`config.mk`:
```
export PLATFORM = sky130hd
export DESIGN_NAME = adc_dual_serial_readout
export DESIGN_NICKNAME = d
export VERILOG_FILES = /design/src/hdl/serial_shift_out.v /design/src/hdl/adc_dual_serial_readout.v
export VERILOG_INCLUDE_DIRS = /design/src /design/src/hdl
export SDC_FILE = /design/constraint.sdc
export NUM_CORES = 1
export LEC_CHECK = 0
export BUFFER_PORTS_ARGS = -buffer_cell sky130_fd_sc_hd__buf_2
export CAP_MARGIN = 10
export CORE_UTILIZATION = 52
export DETAILED_ROUTE_END_ITERATION = 12
export GPL_TIMING_DRIVEN = 0
export PLACE_DENSITY = 0.83
export SLEW_MARGIN = 30
export SYNTH_ARGS = -nofsm -noshare
export SYNTH_HDL_FRONTEND = slang
export SYNTH_SLANG_ARGS = --single-unit
```
`constraint.sdc`:
```
create_clock -name ref_clk -period 5.45 [get_ports ref_clk]
set_input_delay 1.09 -clock ref_clk [delete_from_list [all_inputs] [get_ports ref_clk]]
set_output_delay 1.09 -clock ref_clk [all_outputs]
set_load 0.1 [all_outputs]
```
`src/hdl/adc_readout_regs.vh`:
```
`ifndef ADC_READOUT_REGS_VH
`define ADC_READOUT_REGS_VH

// Word layouts
`define NOLAT_DIFF_BITS     14
`define NOLAT_CM_BITS       8
`define NOLAT_WORD_BITS     22
`define FILT_CODE_BITS      24
`define FILT_CFG_BITS       8
`define FILT_WORD_BITS      32

// Bit counter width, enough for 32 plus overrun
`define SHIFT_CNT_BITS      6

// Configuration words per decimation factor select
`define DEC_SEL_4           2'h0
`define DEC_SEL_8           2'h1
`define DEC_SEL_16          2'h2
`define DEC_SEL_32          2'h3
`define CFG_WORD_DF4        8'h26
`define CFG_WORD_DF8        8'h36
`define CFG_WORD_DF16       8'h46
`define CFG_WORD_DF32       8'h56

// Pin synchroniser bit positions
`define PIN_BUSY            5
`define PIN_READY           4
`define PIN_NOLAT_EN        3
`define PIN_NOLAT_SCK       2
`define PIN_FILT_EN         1
`define PIN_FILT_SCK        0

// Idle pin levels: enables high, strobes and serial clocks low
`define PIN_IDLE_LEVELS     6'h0A

`endif

```
`src/hdl/serial_shift_out.v`:
```
`timescale 1ns/100ps
`include "adc_readout_regs.vh"

// One read-only serial output: loads a snapshot, shifts on serial clock fall
module serial_shift_out #(
    parameter WIDTH = 32
) (
    input  wire             ref_clk,
    input  wire             rst_sync_b,
    input  wire             load_pulse,
    input  wire [WIDTH-1:0] load_word,
    input  wire             shift_pulse,
    input  wire             enable,
    output reg              data_out,
    output reg              data_oe_b
);

    // --------------------------------------------------------------
    // Shift state
    // --------------------------------------------------------------
    reg [WIDTH-1:0] shift_reg;

    // Load wins over shift; zeros fill in from the bottom past word end
    always @(posedge ref_clk or negedge rst_sync_b) begin
        if (!rst_sync_b) begin
            shift_reg <= {WIDTH{1'b0}};
            data_out  <= 1'b0;
            data_oe_b <= 1'b1;
        end else begin
            if (load_pulse) begin
                shift_reg <= load_word;
                data_out  <= load_word[WIDTH-1];
            end else if (shift_pulse && enable) begin
                shift_reg <= {shift_reg[WIDTH-2:0], 1'b0};
                data_out  <= shift_reg[WIDTH-2];
            end
            data_oe_b <= ~enable;
        end
    end

endmodule

```
`src/hdl/adc_dual_serial_readout.v`:
```
//Behaviour
//- Read-enable tied low keeps no-latency output on; top bit after busy falls.
//- No-latency read-enable fall places its top bit on the data line.
//- Filtered read-enable fall places filtered top bit on the line.
//- No-latency read-enable fall places its top bit on joined line.
//- No-latency word is 14-bit differential then 8-bit common mode, MSB first.
//- Filtered word is 24-bit code then 8-bit configuration word.
//- Filtered enable held low; top bit follows ready strobe falling.
`timescale 1ns/100ps
`include "adc_readout_regs.vh"

module adc_dual_serial_readout (
    ref_clk,
    rst_b,
    conv_busy,
    filtered_ready_strobe,
    nolat_diff_code,
    nolat_cm_code,
    filt_code,
    decimation_factor,
    nolat_read_en_n,
    nolat_serial_clk,
    filt_read_en_n,
    filt_serial_clk,
    nolat_serial_out,
    nolat_serial_oe_b,
    filt_serial_out,
    filt_serial_oe_b
);

    input  wire                          ref_clk;
    input  wire                          rst_b;
    input  wire                          conv_busy;
    input  wire                          filtered_ready_strobe;
    input  wire [`NOLAT_DIFF_BITS-1:0]   nolat_diff_code;
    input  wire [`NOLAT_CM_BITS-1:0]     nolat_cm_code;
    input  wire [`FILT_CODE_BITS-1:0]    filt_code;
    input  wire [1:0]                    decimation_factor;
    input  wire                          nolat_read_en_n;
    input  wire                          nolat_serial_clk;
    input  wire                          filt_read_en_n;
    input  wire                          filt_serial_clk;
    output wire                          nolat_serial_out;
    output wire                          nolat_serial_oe_b;
    output wire                          filt_serial_out;
    output wire                          filt_serial_oe_b;

    // --------------------------------------------------------------
    // Functions
    // --------------------------------------------------------------
    // Decimation select to trailing configuration word
    function [`FILT_CFG_BITS-1:0] cfg_word;
        input [1:0] sel;
        begin
            case (sel)
                `DEC_SEL_4:  cfg_word = `CFG_WORD_DF4;
                `DEC_SEL_8:  cfg_word = `CFG_WORD_DF8;
                `DEC_SEL_16: cfg_word = `CFG_WORD_DF16;
                default:     cfg_word = `CFG_WORD_DF32;
            endcase
        end
    endfunction

    // One-cycle fall flag from previous and current synchronised level
    function fell_edge;
        input prev_level;
        input now_level;
        begin
            fell_edge = prev_level & ~now_level;
        end
    endfunction

    // No-latency word: differential code above common-mode code
    function [`NOLAT_WORD_BITS-1:0] nolat_pack;
        input [`NOLAT_DIFF_BITS-1:0] diff;
        input [`NOLAT_CM_BITS-1:0]   cm;
        begin
            nolat_pack = {diff, cm};
        end
    endfunction

    // Filtered word: code above the decimation configuration word
    function [`FILT_WORD_BITS-1:0] filt_pack;
        input [`FILT_CODE_BITS-1:0] code;
        input [1:0]                 sel;
        begin
            filt_pack = {code, cfg_word(sel)};
        end
    endfunction

    // --------------------------------------------------------------
    // Reset release
    // --------------------------------------------------------------
    reg rst_meta_reg;
    reg rst_sync_reg;

    // Asynchronous assert, two-flop release
    always @(posedge ref_clk or negedge rst_b) begin
        if (!rst_b) begin
            rst_meta_reg <= 1'b0;
            rst_sync_reg <= 1'b0;
        end else begin
            rst_meta_reg <= 1'b1;
            rst_sync_reg <= rst_meta_reg;
        end
    end

    // --------------------------------------------------------------
    // Pin synchronisers
    // --------------------------------------------------------------
    // Bits: busy, ready, nolat en, nolat clk, filt en, filt clk
    reg [5:0] pin_meta_reg;
    reg [5:0] pin_sync_reg;
    reg [5:0] pin_prev_reg;

    // Enables reset high so no output drives before a real select
    always @(posedge ref_clk or negedge rst_sync_reg) begin
        if (!rst_sync_reg) begin
            pin_meta_reg <= `PIN_IDLE_LEVELS;
            pin_sync_reg <= `PIN_IDLE_LEVELS;
            pin_prev_reg <= `PIN_IDLE_LEVELS;
        end else begin
            pin_meta_reg <= {conv_busy, filtered_ready_strobe, nolat_read_en_n,
                             nolat_serial_clk, filt_read_en_n, filt_serial_clk};
            pin_sync_reg <= pin_meta_reg;
            pin_prev_reg <= pin_sync_reg;
        end
    end

    // --------------------------------------------------------------
    // Edge detection
    // --------------------------------------------------------------
    // Fall pulses one ref_clk wide and active-high enable levels, two edges behind the pins
    wire busy_fall      = fell_edge(pin_prev_reg[`PIN_BUSY], pin_sync_reg[`PIN_BUSY]);
    wire ready_fall     = fell_edge(pin_prev_reg[`PIN_READY], pin_sync_reg[`PIN_READY]);
    wire nolat_en       = ~pin_sync_reg[`PIN_NOLAT_EN];
    wire nolat_en_fall  = fell_edge(pin_prev_reg[`PIN_NOLAT_EN], pin_sync_reg[`PIN_NOLAT_EN]);
    wire nolat_sck_fall = fell_edge(pin_prev_reg[`PIN_NOLAT_SCK], pin_sync_reg[`PIN_NOLAT_SCK]);
    wire filt_en        = ~pin_sync_reg[`PIN_FILT_EN];
    wire filt_en_fall   = fell_edge(pin_prev_reg[`PIN_FILT_EN], pin_sync_reg[`PIN_FILT_EN]);
    wire filt_sck_fall  = fell_edge(pin_prev_reg[`PIN_FILT_SCK], pin_sync_reg[`PIN_FILT_SCK]);

    // --------------------------------------------------------------
    // Result snapshots
    // --------------------------------------------------------------
    // Results are taken at the strobe falls so they stay still during a read
    reg [`NOLAT_WORD_BITS-1:0] nolat_word_reg;
    reg [`FILT_WORD_BITS-1:0]  filt_word_reg;

    // No-latency snapshot, taken when conversion busy falls
    always @(posedge ref_clk or negedge rst_sync_reg) begin
        if (!rst_sync_reg) begin
            nolat_word_reg <= {`NOLAT_WORD_BITS{1'b0}};
        end else if (busy_fall) begin
            nolat_word_reg <= nolat_pack(nolat_diff_code, nolat_cm_code);
        end
    end

    // Filtered snapshot, taken when the ready strobe falls
    always @(posedge ref_clk or negedge rst_sync_reg) begin
        if (!rst_sync_reg) begin
            filt_word_reg <= {`FILT_WORD_BITS{1'b0}};
        end else if (ready_fall) begin
            filt_word_reg <= filt_pack(filt_code, decimation_factor);
        end
    end

    // --------------------------------------------------------------
    // Load control
    // --------------------------------------------------------------
    // Load when busy (no-latency) or ready (filtered) falls with enable held low, or on enable fall
    wire nolat_load = (busy_fall & nolat_en) | nolat_en_fall;
    wire filt_load  = (ready_fall & filt_en) | filt_en_fall;

    reg [`NOLAT_WORD_BITS-1:0] nolat_load_word;
    reg [`FILT_WORD_BITS-1:0]  filt_load_word;

    // Same-cycle capture bypasses the snapshot, saving a cycle of latency
    always @* begin
        if (busy_fall)
            nolat_load_word = nolat_pack(nolat_diff_code, nolat_cm_code);
        else
            nolat_load_word = nolat_word_reg;
        if (ready_fall)
            filt_load_word = filt_pack(filt_code, decimation_factor);
        else
            filt_load_word = filt_word_reg;
    end

    // --------------------------------------------------------------
    // Serial outputs
    // --------------------------------------------------------------
    serial_shift_out #(
        .WIDTH (`NOLAT_WORD_BITS)
    ) nolat_shifter (
        .ref_clk     (ref_clk),
        .rst_sync_b  (rst_sync_reg),
        .load_pulse  (nolat_load),
        .load_word   (nolat_load_word),
        .shift_pulse (nolat_sck_fall),
        .enable      (nolat_en),
        .data_out    (nolat_serial_out),
        .data_oe_b   (nolat_serial_oe_b)
    );

    serial_shift_out #(
        .WIDTH (`FILT_WORD_BITS)
    ) filt_shifter (
        .ref_clk     (ref_clk),
        .rst_sync_b  (rst_sync_reg),
        .load_pulse  (filt_load),
        .load_word   (filt_load_word),
        .shift_pulse (filt_sck_fall),
        .enable      (filt_en),
        .data_out    (filt_serial_out),
        .data_oe_b   (filt_serial_oe_b)
    );

endmodule

```
== Yosys cells after proc, flatten, opt, wreduce, memory -nomap -nowiden ==
Index checks and enable logic that the tools add are counted.

* Flip-flop bits (word level): 130

* Mux-type cells: 11
* Equality and inequality tests: 2
* Reductions and logical operators: 5
* Bitwise gates (word level): 16

{| class="wikitable"
|+ Operator list
! kind !! count
|-
| 31-bit 2-to-1 mux || 2
|-
| 21-bit 2-to-1 mux || 2
|-
| 32-bit 2-to-1 mux || 1
|-
| 22-bit 2-to-1 mux || 1
|-
| 7-bit one-hot mux with 3 select lines || 1
|-
| 1-bit AND || 8
|-
| 1-bit NOT || 6
|-
| 1-bit 2-to-1 mux || 4
|-
| 2-bit nonzero test || 2
|-
| 2-bit by 1-bit equality test with 1-bit output, second input constant || 1
|-
| 2-bit equality test, second input constant || 1
|-
| 1-bit logical AND || 2
|-
| 2-bit logical NOT || 1
|-
| 1-bit bitwise OR || 2
|}

== Longest topological paths before layout ==
Gate-level depths: netlist of run 1.

* Depth in word-level cells: 5
* Depth in mapped cells: 5
* Depth with buffers taken out: 3

== By module ==
A second synthesis of run 1 with hierarchy kept.

* Cell total of the unflattened synthesis: 455
* Area, all modules: 6150.9 um^2

{| class="wikitable"
|+ Modules (own cells, without submodules)
! module !! sequential area each (um^2) !! cells each !! instances !! area an instance (um^2)
|-
| adc_dual_serial_readout || 1859.3 || 147 || 1 || 2750.1
|-
| serial_shift_out at filt_shifter || 827.0 || 183 || 1 || 1975.6
|-
| serial_shift_out at nolat_shifter || 576.8 || 125 || 1 || 1425.1
|}

== Least setup slack after synthesis of run 1 ==
No wires, ideal clock.

* Path type: register to output
* From: reg filt_shifter.data_out
* To: out filt_serial_out
* Path buffers: 0
* Stages on the path, launching flop included: 1
* Data arrival time: 895 ps
* Slack: 3465 ps
* Required time: 4360 ps
* Path through: dfrtp_1

{| class="wikitable"
|+ RTL lines
! what !! line !! RTL
|-
| start, declared || serial_shift_out.v:14 || <nowiki>output reg data_out,</nowiki>
|-
| start signal, assigned || serial_shift_out.v:32 || <nowiki>data_out <= load_word[WIDTH-1];</nowiki>
|-
| start signal, assigned || serial_shift_out.v:35 || <nowiki>data_out <= shift_reg[WIDTH-2];</nowiki>
|-
| end, declared || adc_dual_serial_readout.v:45 || <nowiki>output wire filt_serial_out;</nowiki>
|}

No word-level cell between the ends.

==> results of run 1 <==
## routing by layer
metal	GRT usage, %	share of wire, %
met3	4.34	2.7
met1	24.2	46
met2	28.6	50
met5	0	0
met4	6.12	0.76
## final timing paths
kind | end
max in group asynchronous | pin_prev_reg[3]$_DFF_PN1_
setup / recovery | filt_serial_oe_b
hold reg to reg | filt_word_reg[30]$_DFF_PN0_
hold / removal | filt_word_reg[30]$_DFF_PN0_
min in group ref_clk | pin_sync_reg[0]$_DFF_PN0_
setup reg to reg | filt_shifter.shift_reg[9]$_DFFE_PN0P_
## cells in the final DEF, fill, tap and decap left out, drive strengths merged
cell / instances
mux2: 154
dfrtp: 122
buf: 77
clkbuf: 17
clkinv: 7
inv: 7
dfstp: 6
nand2b: 4
and2: 3
clkinvlp: 3
nor3b: 2
nor2b: 2
a21o: 2
mux2i: 1
bufinv: 1
conb: 1
## cell type report
class                      instances  share of cell area (%)
inverter                           3                   0.175
clock inverter                    15                    2.08
timing repair buffer              61                    5.33
buffer                            16                    2.39
clock buffer                      17                    6.44
multi-input combinational        169                    31.1
tap                              133                    2.59
sequential                       128                    50.0
## synth_stat cells
cell | number | area share [%]
dfrtp_1 | 122 | 57
mux2_2 | 116 | 24
mux2_4 | 35 | 9.8
dfstp_2 | 6 | 2.9
buf_4 | 5 | 0.70
buf_6 | 5 | 1.0
buf_2 | 4 | 0.37
and2_1 | 3 | 0.35
inv_1 | 3 | 0.21
mux2_1 | 3 | 0.63
buf_12 | 2 | 0.75
nand2b_1 | 2 | 0.23
nand2b_4 | 2 | 0.51
nor2b_1 | 2 | 0.23
nor3b_2 | 2 | 0.47
a21o_1 | 1 | 0.14
a21o_4 | 1 | 0.28
conb_1 | 1 | 0.070
mux2i_1 | 1 | 0.19
## power breakdown
group	internal [mW]	switching, mW
combinational	0.266	0.166
clock	0.608	0.425
sequential	1.12	0.0774
## cells by family after synthesis
logic type	share of synthesized area (%)
and+or+nand+nor	1.79
DFF	59.7
AOI/OAI and AO/OA	0.419
muxes	34.9
buffers and inverters	3.07
other	0.0698
## per-stage QoR
step	total power [mW]	setup WS (ns)	cells	cell area (µm²)	hold WS [ns]
CTS	2.69	2.86	542	6430	0.341
detailed placement	1.64	3.41	510	5890	0.335
floorplan	1.54	1.63	316	5370	0.331
global route	2.78	2.85	542	6430	0.344
finish	2.66	2.90	542	6430	0.342
global placement	1.61	0.445	508	5840	0.334
==> summary.md, run 1 <==
| Metric | Value |
|---|---|
| Nets | `452` |
| Chip height | `104 µm` |
| Tightest Pin Transition | `~0.60 ns` |
| Initial Utilization | `approximately 54%` |
| Postcts setup bufs | `0` |
| CTS tree | `built` |
| Clock skew | `0.0112 ns` |
| GP Congestion | `roughly 0.7` |
| Final ANT Viol Nets | `0` |
| Routed WL | `around 8600 µm` |
| CTS Buf Count | `17` |
| Setup crit end kind | `output pin` |
| Number of max-cap violations | `0` |
| Pin count of the biggest net entering global routing | `54` |
| DIE AREA | `between 10,000 and 15,000 µm²` |
| Slew Limit Fails | `0` |
| Crit-path slowest cell | `dfstp_2` |
| H-tree Lvls | `4` |
| R2R Setup Slk | `about 3.6 ns` |
| Rel. slew slack | `60.1%` |
| CP Launch Type | `register` |
| Pwr/cell area | `just over 400 nW/µm²` |
| GRT Total Usage | `17.9%` |
| Flop and latch count out of synthesis | `128` |
| Outcome | `finished, final reports clean` |
| Worst EP arrival | `1.46 ns` |
| Crit path buf inv count | `1` |
| Post-CTS Hold Buffers | `0` |
| Insertion delay to the later sink of the worst-skew pair | `about 0.50 ns` |
| Area grow syn2layout | `19.7%` |
| Setup TNS | `0 ns` |
| Setup CP Type | `register to output pin` |
| Min Tclk post-route | `~2.6 ns` |
| Diodes inserted | `0` |
| Area of the multi-input gates | `between 1500 and 2000 µm²` |
| Die width | `104 µm` |
| FILL cells | `750` |
| Initial DRC count | `90` |
| Max clock buf depth | `2` |
| FF-to-FF Start | `pin_sync_reg[0]$_DFF_PN0_` |
| Initial antenna violation count | `0` |
| Period utilization | `46.9%` |
| Avg WL per Cell | `15.8 µm` |
| Syn_nets | `roughly 370` |
| Post_cts resized | `0` |
| Clk root buf | `clkbuf_8` |
| Register area | `~3200 µm²` |
| Drt drc | `0` |
| Maximum VDD drop | `between 0.2 and 0.25 mV` |
| Min-Delay Path Class | `register to asynchronous set/reset pin` |
| Core Util, Final | `64.9%` |
| Setup violators final | `0` |
| Sequential area share after synthesis | `59.7%` |
| Crit Path Max Fanout | `2` |
| Critical path data required time | `about 4.4 ns` |
| First-pass GRT wire length | `around 15,000 µm` |
| # port buffers | `between 50 and 60` |
| Final Hold Vio Count | `0` |
| Synth Instances | `316` |
| FP Rows | `36` |
| Detailed Place HPWL | `5590 µm` |
| Crit-path cells | `buf_2` |
| Leak | `about 2.9 nW` |
| Core area | `9910 µm²` |
| Crit path launch | `pin_prev_reg[1]$_DFF_PN1_` |
| RSZ-0062 raised after global routing | `no` |
| R2R cell count | `4` |
| Post-synth cell types | `19` |
| DR pass1 iterations | `4` |
| Number of flip-flops in the largest register | `32` |
| CTS sink cnt | `about 130` |
| Synth Warn # | `0` |
| Grt ovf | `0` |
| Reg clk slew, reported paths | `0.06 ns` |
| Via count | `2,715` |
| Vias in the first global route | `approximately 3,000` |
| Max Fclk | `392 MHz` |
| Cell area after synthesis | `5370 µm²` |
| Vias per inst | `between 5 and 6` |
| I/O pin cnt | `60` |
| Worst path depth | `1` |
| Max incr delay on CP | `~0.54 ns` |
| CP top delay family | `flip-flops` |
| Mean Syn Cell Area | `between 15 and 20 µm²` |
| Layout cells sized above 1 | `between 60% and 70%` |
Power figures use the tool's default switching activity.
==> run 2: changes to the inputs <==
- clock period: 5.45 -> 2.41 ns (I/O delays scaled with it)
==> run 2 against run 1 <==
Against the previous run: sequential share of layout area fell by 0.38 points; via count fell by 0.66%; flip-flop and latch count did not move; clock power rose by 140%; register-to-register slack got worse by 3.1 ns; power rose by 130%; clock-buffer cell count rose by 1; global-route usage fell by 0.25 points; sequential power rose by 130%; combinational power rose by 130%; non-clock buffer count rose by 1; core utilization rose by 0.49 points.
==> summary.md, run 2 (synthesized netlist as in run 1, its figures left out) <==
| Metric | Value |
|---|---|
| Number of max-cap violations | `0` |
| Max Fclk | `slightly above 500 MHz` |
| FF-to-FF Start | `pin_sync_reg[0]$_DFF_PN0_` |
| CTS sink cnt | `~130` |
| Avg WL per Cell | `15.5 µm` |
| Crit-path cells | `buf_2` |
| Pwr/cell area | `around 950 nW/µm²` |
| Period utilization | `between 80% and 90%` |
| CTS tree | `built` |
| Initial Utilization | `a little over half` |
| Drt drc | `0` |
| Pin count of the biggest net entering global routing | `54` |
| Core area | `around 10000 µm²` |
| Crit path buf inv count | `1` |
| Die width | `between 100 and 150 µm` |
| Grt ovf | `0` |
| Crit path launch | `pin_prev_reg[1]$_DFF_PN1_` |
| # port buffers | `between 50 and 60` |
| Via count | `between 2,000 and 3,000` |
| Nets | `about 450` |
| Most frequent cells in the layout | `121 x dfrtp_1, 116 x mux2_2, 63 x buf_2` |
| Clk root buf | `clkbuf_8` |
| Reg clk slew, reported paths | `0.06 ns` |
| Core Util, Final | `65.4%` |
| Vias per inst | `between 4 and 5` |
| Initial antenna violation count | `0` |
| Setup WS pre-CTS | `~0.57 ns` |
| Leak | `2.96 nW` |
| Post_cts resized | `0` |
| Post-CTS Hold Buffers | `1` |
| Crit-path slowest cell | `dfstp_2` |
| DR pass1 iterations | `4` |
| CP top delay family | `flip-flops` |
| Final ANT Viol Nets | `0` |
| FILL cells | `about 700` |
| First-pass GRT wire length | `14,900 µm` |
| CTS Buf Count | `17` |
| Routed WL | `approximately 8400 µm` |
| FP Rows | `36` |
| Min Tclk post-route | `approximately 1.9 ns` |
| Worst EP arrival | `between 1 and 1.5 ns` |
| I/O pin cnt | `60` |
| Area grow syn2layout | `20.7%` |
| GP Congestion | `approximately 0.71` |
| GRT Total Usage | `between 15 and 20%` |
| Number of flip-flops in the largest register | `32` |
| Layout cells sized above 1 | `about 66%` |
| HP Start | `filt_read_en_n` |
| Final Hold Vio Count | `0` |
| CP Launch Type | `register` |
| Setup crit end kind | `output pin` |
| Diodes inserted | `0` |
| Commonest non-fill, non-tap cell in the layout | `dfrtp_1` |
| Clock skew | `about 0.008 ns` |
| Chip height | `~100 µm` |
| Setup CP Type | `register to output pin` |
| Crit Path Max Fanout | `2` |
| Max clock buf depth | `2` |
| DIE AREA | `~11,000 µm²` |
| Setup violators final | `0` |
| Outcome | `finished, final reports clean` |
| Vias in the first global route | `roughly 3,000` |
| Postcts setup bufs | `0` |
| Initial DRC count | `between 70 and 80` |
| RSZ-0062 raised after global routing | `no` |
| Critical path data required time | `about 1.9 ns` |
| Insertion delay to the later sink of the worst-skew pair | `0.50 ns` |
| Maximum VDD drop | `approximately 0.55 mV` |
| Detailed Place HPWL | `about 5500 µm` |
| Min-Delay Path Class | `input pin to register` |
| Slew Limit Fails | `0` |
| H-tree Lvls | `4` |
| Setup slack after layout | `0.467 ns` |
| Max incr delay on CP | `between 0.5 and 0.6 ns` |
-- run 2: cell types whose count changed in the layout (fill, tap and decap cells not counted) --
cell	delta
clkbuf_8	+1
clkinv_2	-4
clkinv_4	+1
inv_6	-1
bufinv_16	+1
dlygate4sd3_1	+1
clkinvlp_4	+2
-- run 2: final cells by class --
| type | instances | area (µm²) | area share, % |
|---|---|---|---|
| flip-flops and latches | 128 | 3210 | 49.6 |
| multi-input cells | 169 | 2000 | 30.8 |
| clock buffers | 18 | 428 | 6.60 |
| repair buffers | 62 | 353 | 5.44 |
| well taps | 133 | 166 | 2.57 |
| clock inverters | 14 | 159 | 2.45 |
| plain buffers | 16 | 154 | 2.37 |
| inverters | 3 | 11.3 | 0.174 |
-- run 2: report_power, final --
group | internal, mW | switching, mW
clock network | 1.51 | 0.952
logic | 0.603 | 0.376
registers | 2.53 | 0.165
-- run 2: routing by layer --
| metal | GRT usage [%] | up-vias | routed length (µm) |
|---|---|---|---|
| met5 | 0 | - | 0 |
| met4 | 5.51 | 0 | 59 |
| met3 | 4.91 | 5 | 245 |
| met2 | 27.3 | 36 | 4120 |
| met1 | 24.4 | 1375 | 4000 |
| li1 | - | 1281 | - |
-- run 2: per-stage QoR --
| stage | area, µm² | std cells | power [mW] | setup TNS [ns] | hold WS (ns) |
|---|---|---|---|---|---|
| final | 6480 | 543 | 6.14 | 0 | 0.0766 |
| after global routing | 6480 | 543 | 6.44 | 0 | 0.0577 |
| after CTS | 6480 | 543 | 6.21 | 0 | 0.0555 |
| after detailed placement | 5890 | 510 | 3.71 | 0 | 0.271 |
| after global placement | 5840 | 508 | 3.65 | -41.84 | 0.267 |
| after floorplan | 5380 | 316 | 3.49 | 0 | 0.186 |
-- run 2: worst paths after layout --
path                                                     endpoint  slack, ns  cells after the start
max                                              filt_serial_oe_b       0.47                      1
min                                     pin_meta_reg[1]$_DFF_PN1_       0.08                      1
max in group asynchronous               pin_meta_reg[3]$_DFF_PN1_       1.48                      1
max reg2reg                filt_shifter.shift_reg[20]$_DFFE_PN0P_       0.56                      4
min in group asynchronous               pin_meta_reg[0]$_DFF_PN0_       0.29                      0
min reg2reg                             pin_meta_reg[0]$_DFF_PN0_       0.29                      0
==> run 3: changes to the inputs <==
- PLACE_DENSITY: 0.83 -> 0.86
- clock period: 2.41 -> 1.75 ns (I/O delays scaled with it)
==> run 3 against run 2 <==
Against the previous run: flip-flop and latch count is the same; die area is the same; sequential power grew 38%; largest cell class unchanged; non-clock buffer count grew 8; clock power grew 46%; routed wire length grew 1.1%; core utilization grew 1.1 points; global-route usage grew 0.19 points; highest routed layer unchanged.
==> summary.md, run 3 (synthesized netlist as in run 1, its figures left out) <==
| Metric | Value |
|---|---|
| Initial DRC count | `slightly below 70` |
| Diodes inserted | `0` |
| Reg clk slew, reported paths | `approximately 0.060 ns` |
| Pin count of the biggest net entering global routing | `55` |
| Outcome | `finished, final reports clean` |
| Avg WL per Cell | `between 15 and 20 µm` |
| Area of the multi-input gates | `2000 µm²` |
| Min Tclk post-route | `1.69 ns` |
| Max clock buf depth | `2` |
| H-tree Lvls | `4` |
| Final Hold Vio Count | `0` |
| DIE AREA | `approximately 11,000 µm²` |
| Post-layout power | `8.68 mW` |
| Nets | `between 400 and 500` |
| I/O pin cnt | `60` |
| FILL cells | `730` |
| Setup slack after layout | `between 0.05 and 0.06 ns` |
| Clock skew | `between 0.009 and 0.01 ns` |
| Critical path data required time | `between 2 and 2.5 ns` |
| Layout cells sized above 1 | `between 60% and 70%` |
| CTS sink cnt | `approximately 130` |
| Most frequent cells in the layout | `121 x dfrtp_1, 116 x mux2_2, 61 x buf_2` |
| # port buffers | `between 50 and 60` |
| CTS Buf Count | `17` |
| Setup crit end kind | `register` |
| Leak | `around 3.0 nW` |
| Number of max-cap violations | `0` |
| Hold_ws | `between 0.09 and 0.1 ns` |
| Max Fclk | `a little under 600 MHz` |
| GRT Total Usage | `between 10% and 20%` |
| Worst EP arrival | `roughly 2.1 ns` |
| CTS tree | `built` |
| Initial antenna violation count | `0` |
| Number of flip-flops in the largest register | `32` |
| Maximum VDD drop | `roughly 0.84 mV` |
| CP Launch Type | `register` |
| Register area | `about 3200 µm²` |
| Drt drc | `0` |
| Pwr/cell area | `about 1300 nW/µm²` |
| Routed WL | `between 8000 and 9000 µm` |
| Core Util, Final | `around 67%` |
| Slew Limit Fails | `0` |
| Via count | `~2,700` |
| Core area | `approximately 10000 µm²` |
| Setup TNS | `0 ns` |
| Setup violators final | `0` |
| Setup CP Type | `register to register` |
| Setup WS pre-CTS | `-0.0403 ns` |
| Insertion delay to the later sink of the worst-skew pair | `approximately 0.5 ns` |
| Clk root buf | `clkbuf_8` |
| DR pass1 iterations | `4` |
| FP Rows | `36` |
| Chip height | `~100 µm` |
| Final ANT Viol Nets | `0` |
| GP Congestion | `0.705` |
| Area grow syn2layout | `22.7%` |
| Initial Utilization | `between 50% and 60%` |
| Die width | `about 100 µm` |
| Grt ovf | `0` |
| Commonest non-fill, non-tap cell in the layout | `dfrtp_1` |
| Vias in the first global route | `3,140` |
| Vias per inst | `between 4 and 5` |
| Crit Path Max Fanout | `10` |
| Detailed Place HPWL | `5660 µm` |
| Period utilization | `96.8%` |
| First-pass GRT wire length | `about 15,000 µm` |
| Min-Delay Path Class | `input pin to register` |
-- run 3: final cells by class --
cell class / count / share of cell area, %
inverter: 3 / 0.171
clock buffer: 22 / 6.87
sequential: 128 / 48.7
buffer: 16 / 2.33
timing repair buffer: 70 / 6.56
multi-input combinational: 169 / 30.4
tap: 133 / 2.52
clock inverter: 10 / 2.41
-- run 3: power breakdown --
group,switching [mW],leakage [nW],internal [mW],total (mW)
registers,0.238,1.49,3.48,3.72
clock network,1.21,0.295,2.38,3.59
logic,0.520,1.24,0.843,1.36
-- run 3: worst paths after layout --
path / startpoint / to / slack (ns) / depth (start not counted)
min: filt_code[20] / filt_word_reg[28]$_DFF_PN0_ / 0.09 / 2
max: pin_sync_reg[0]$_DFF_PN0_ / filt_shifter.shift_reg[11]$_DFFE_PN0P_ / 0.06 / 4
min in group asynchronous: rst_b / rst_meta_reg$_DFF_PN0_ / 0.16 / 2
max reg2reg: pin_sync_reg[0]$_DFF_PN0_ / filt_shifter.shift_reg[11]$_DFFE_PN0P_ / 0.06 / 4
min reg2reg: rst_sync_reg$_DFF_PN0_ / pin_prev_reg[0]$_DFF_PN0_ / 0.29 / 0
max in group asynchronous: rst_sync_reg$_DFF_PN0_ / pin_prev_reg[3]$_DFF_PN1_ / 0.53 / 2
-- run 3: worst max-delay path, cell delays in order, from the launching register on --
cell,delay [ns]
dfrtp_1,0.41
nor3b_4,0.30
buf_4,0.25
mux2_2,0.35
mux2_2,0.27
-- run 3: timing repair --
| action | 4_1_cts | 5_1_grt |
|---|---|---|
| cloned | 0 | 0 |
| gates resized for setup | 3 | 0 |
| setup buffers | 0 | 2 |
| hold buffers | 7 | 0 |
| pin swaps | 0 | 1 |
| endpoints found under the hold margin | 8 | 0 |
| endpoints found under the setup margin | 31 | 28 |
-- run 3: per-layer routing --
layer / share of wire [%] / GRT usage, % / vias up
met5: 0 / 0 / -
met4: 2.3 / 8.78 / 0
met3: 1.9 / 4.34 / 17
met2: 50 / 29.1 / 39
met1: 45 / 22.4 / 1374
li1: - / - / 1289
-- run 3: metrics by stage --
stage,std cells,area (µm²)
2_1_floorplan,316,5380
4_1_cts,549,6580
3_3_place_gp,508,5840
3_5_place_dp,510,5890
6_report,551,6600
5_1_grt,551,6600
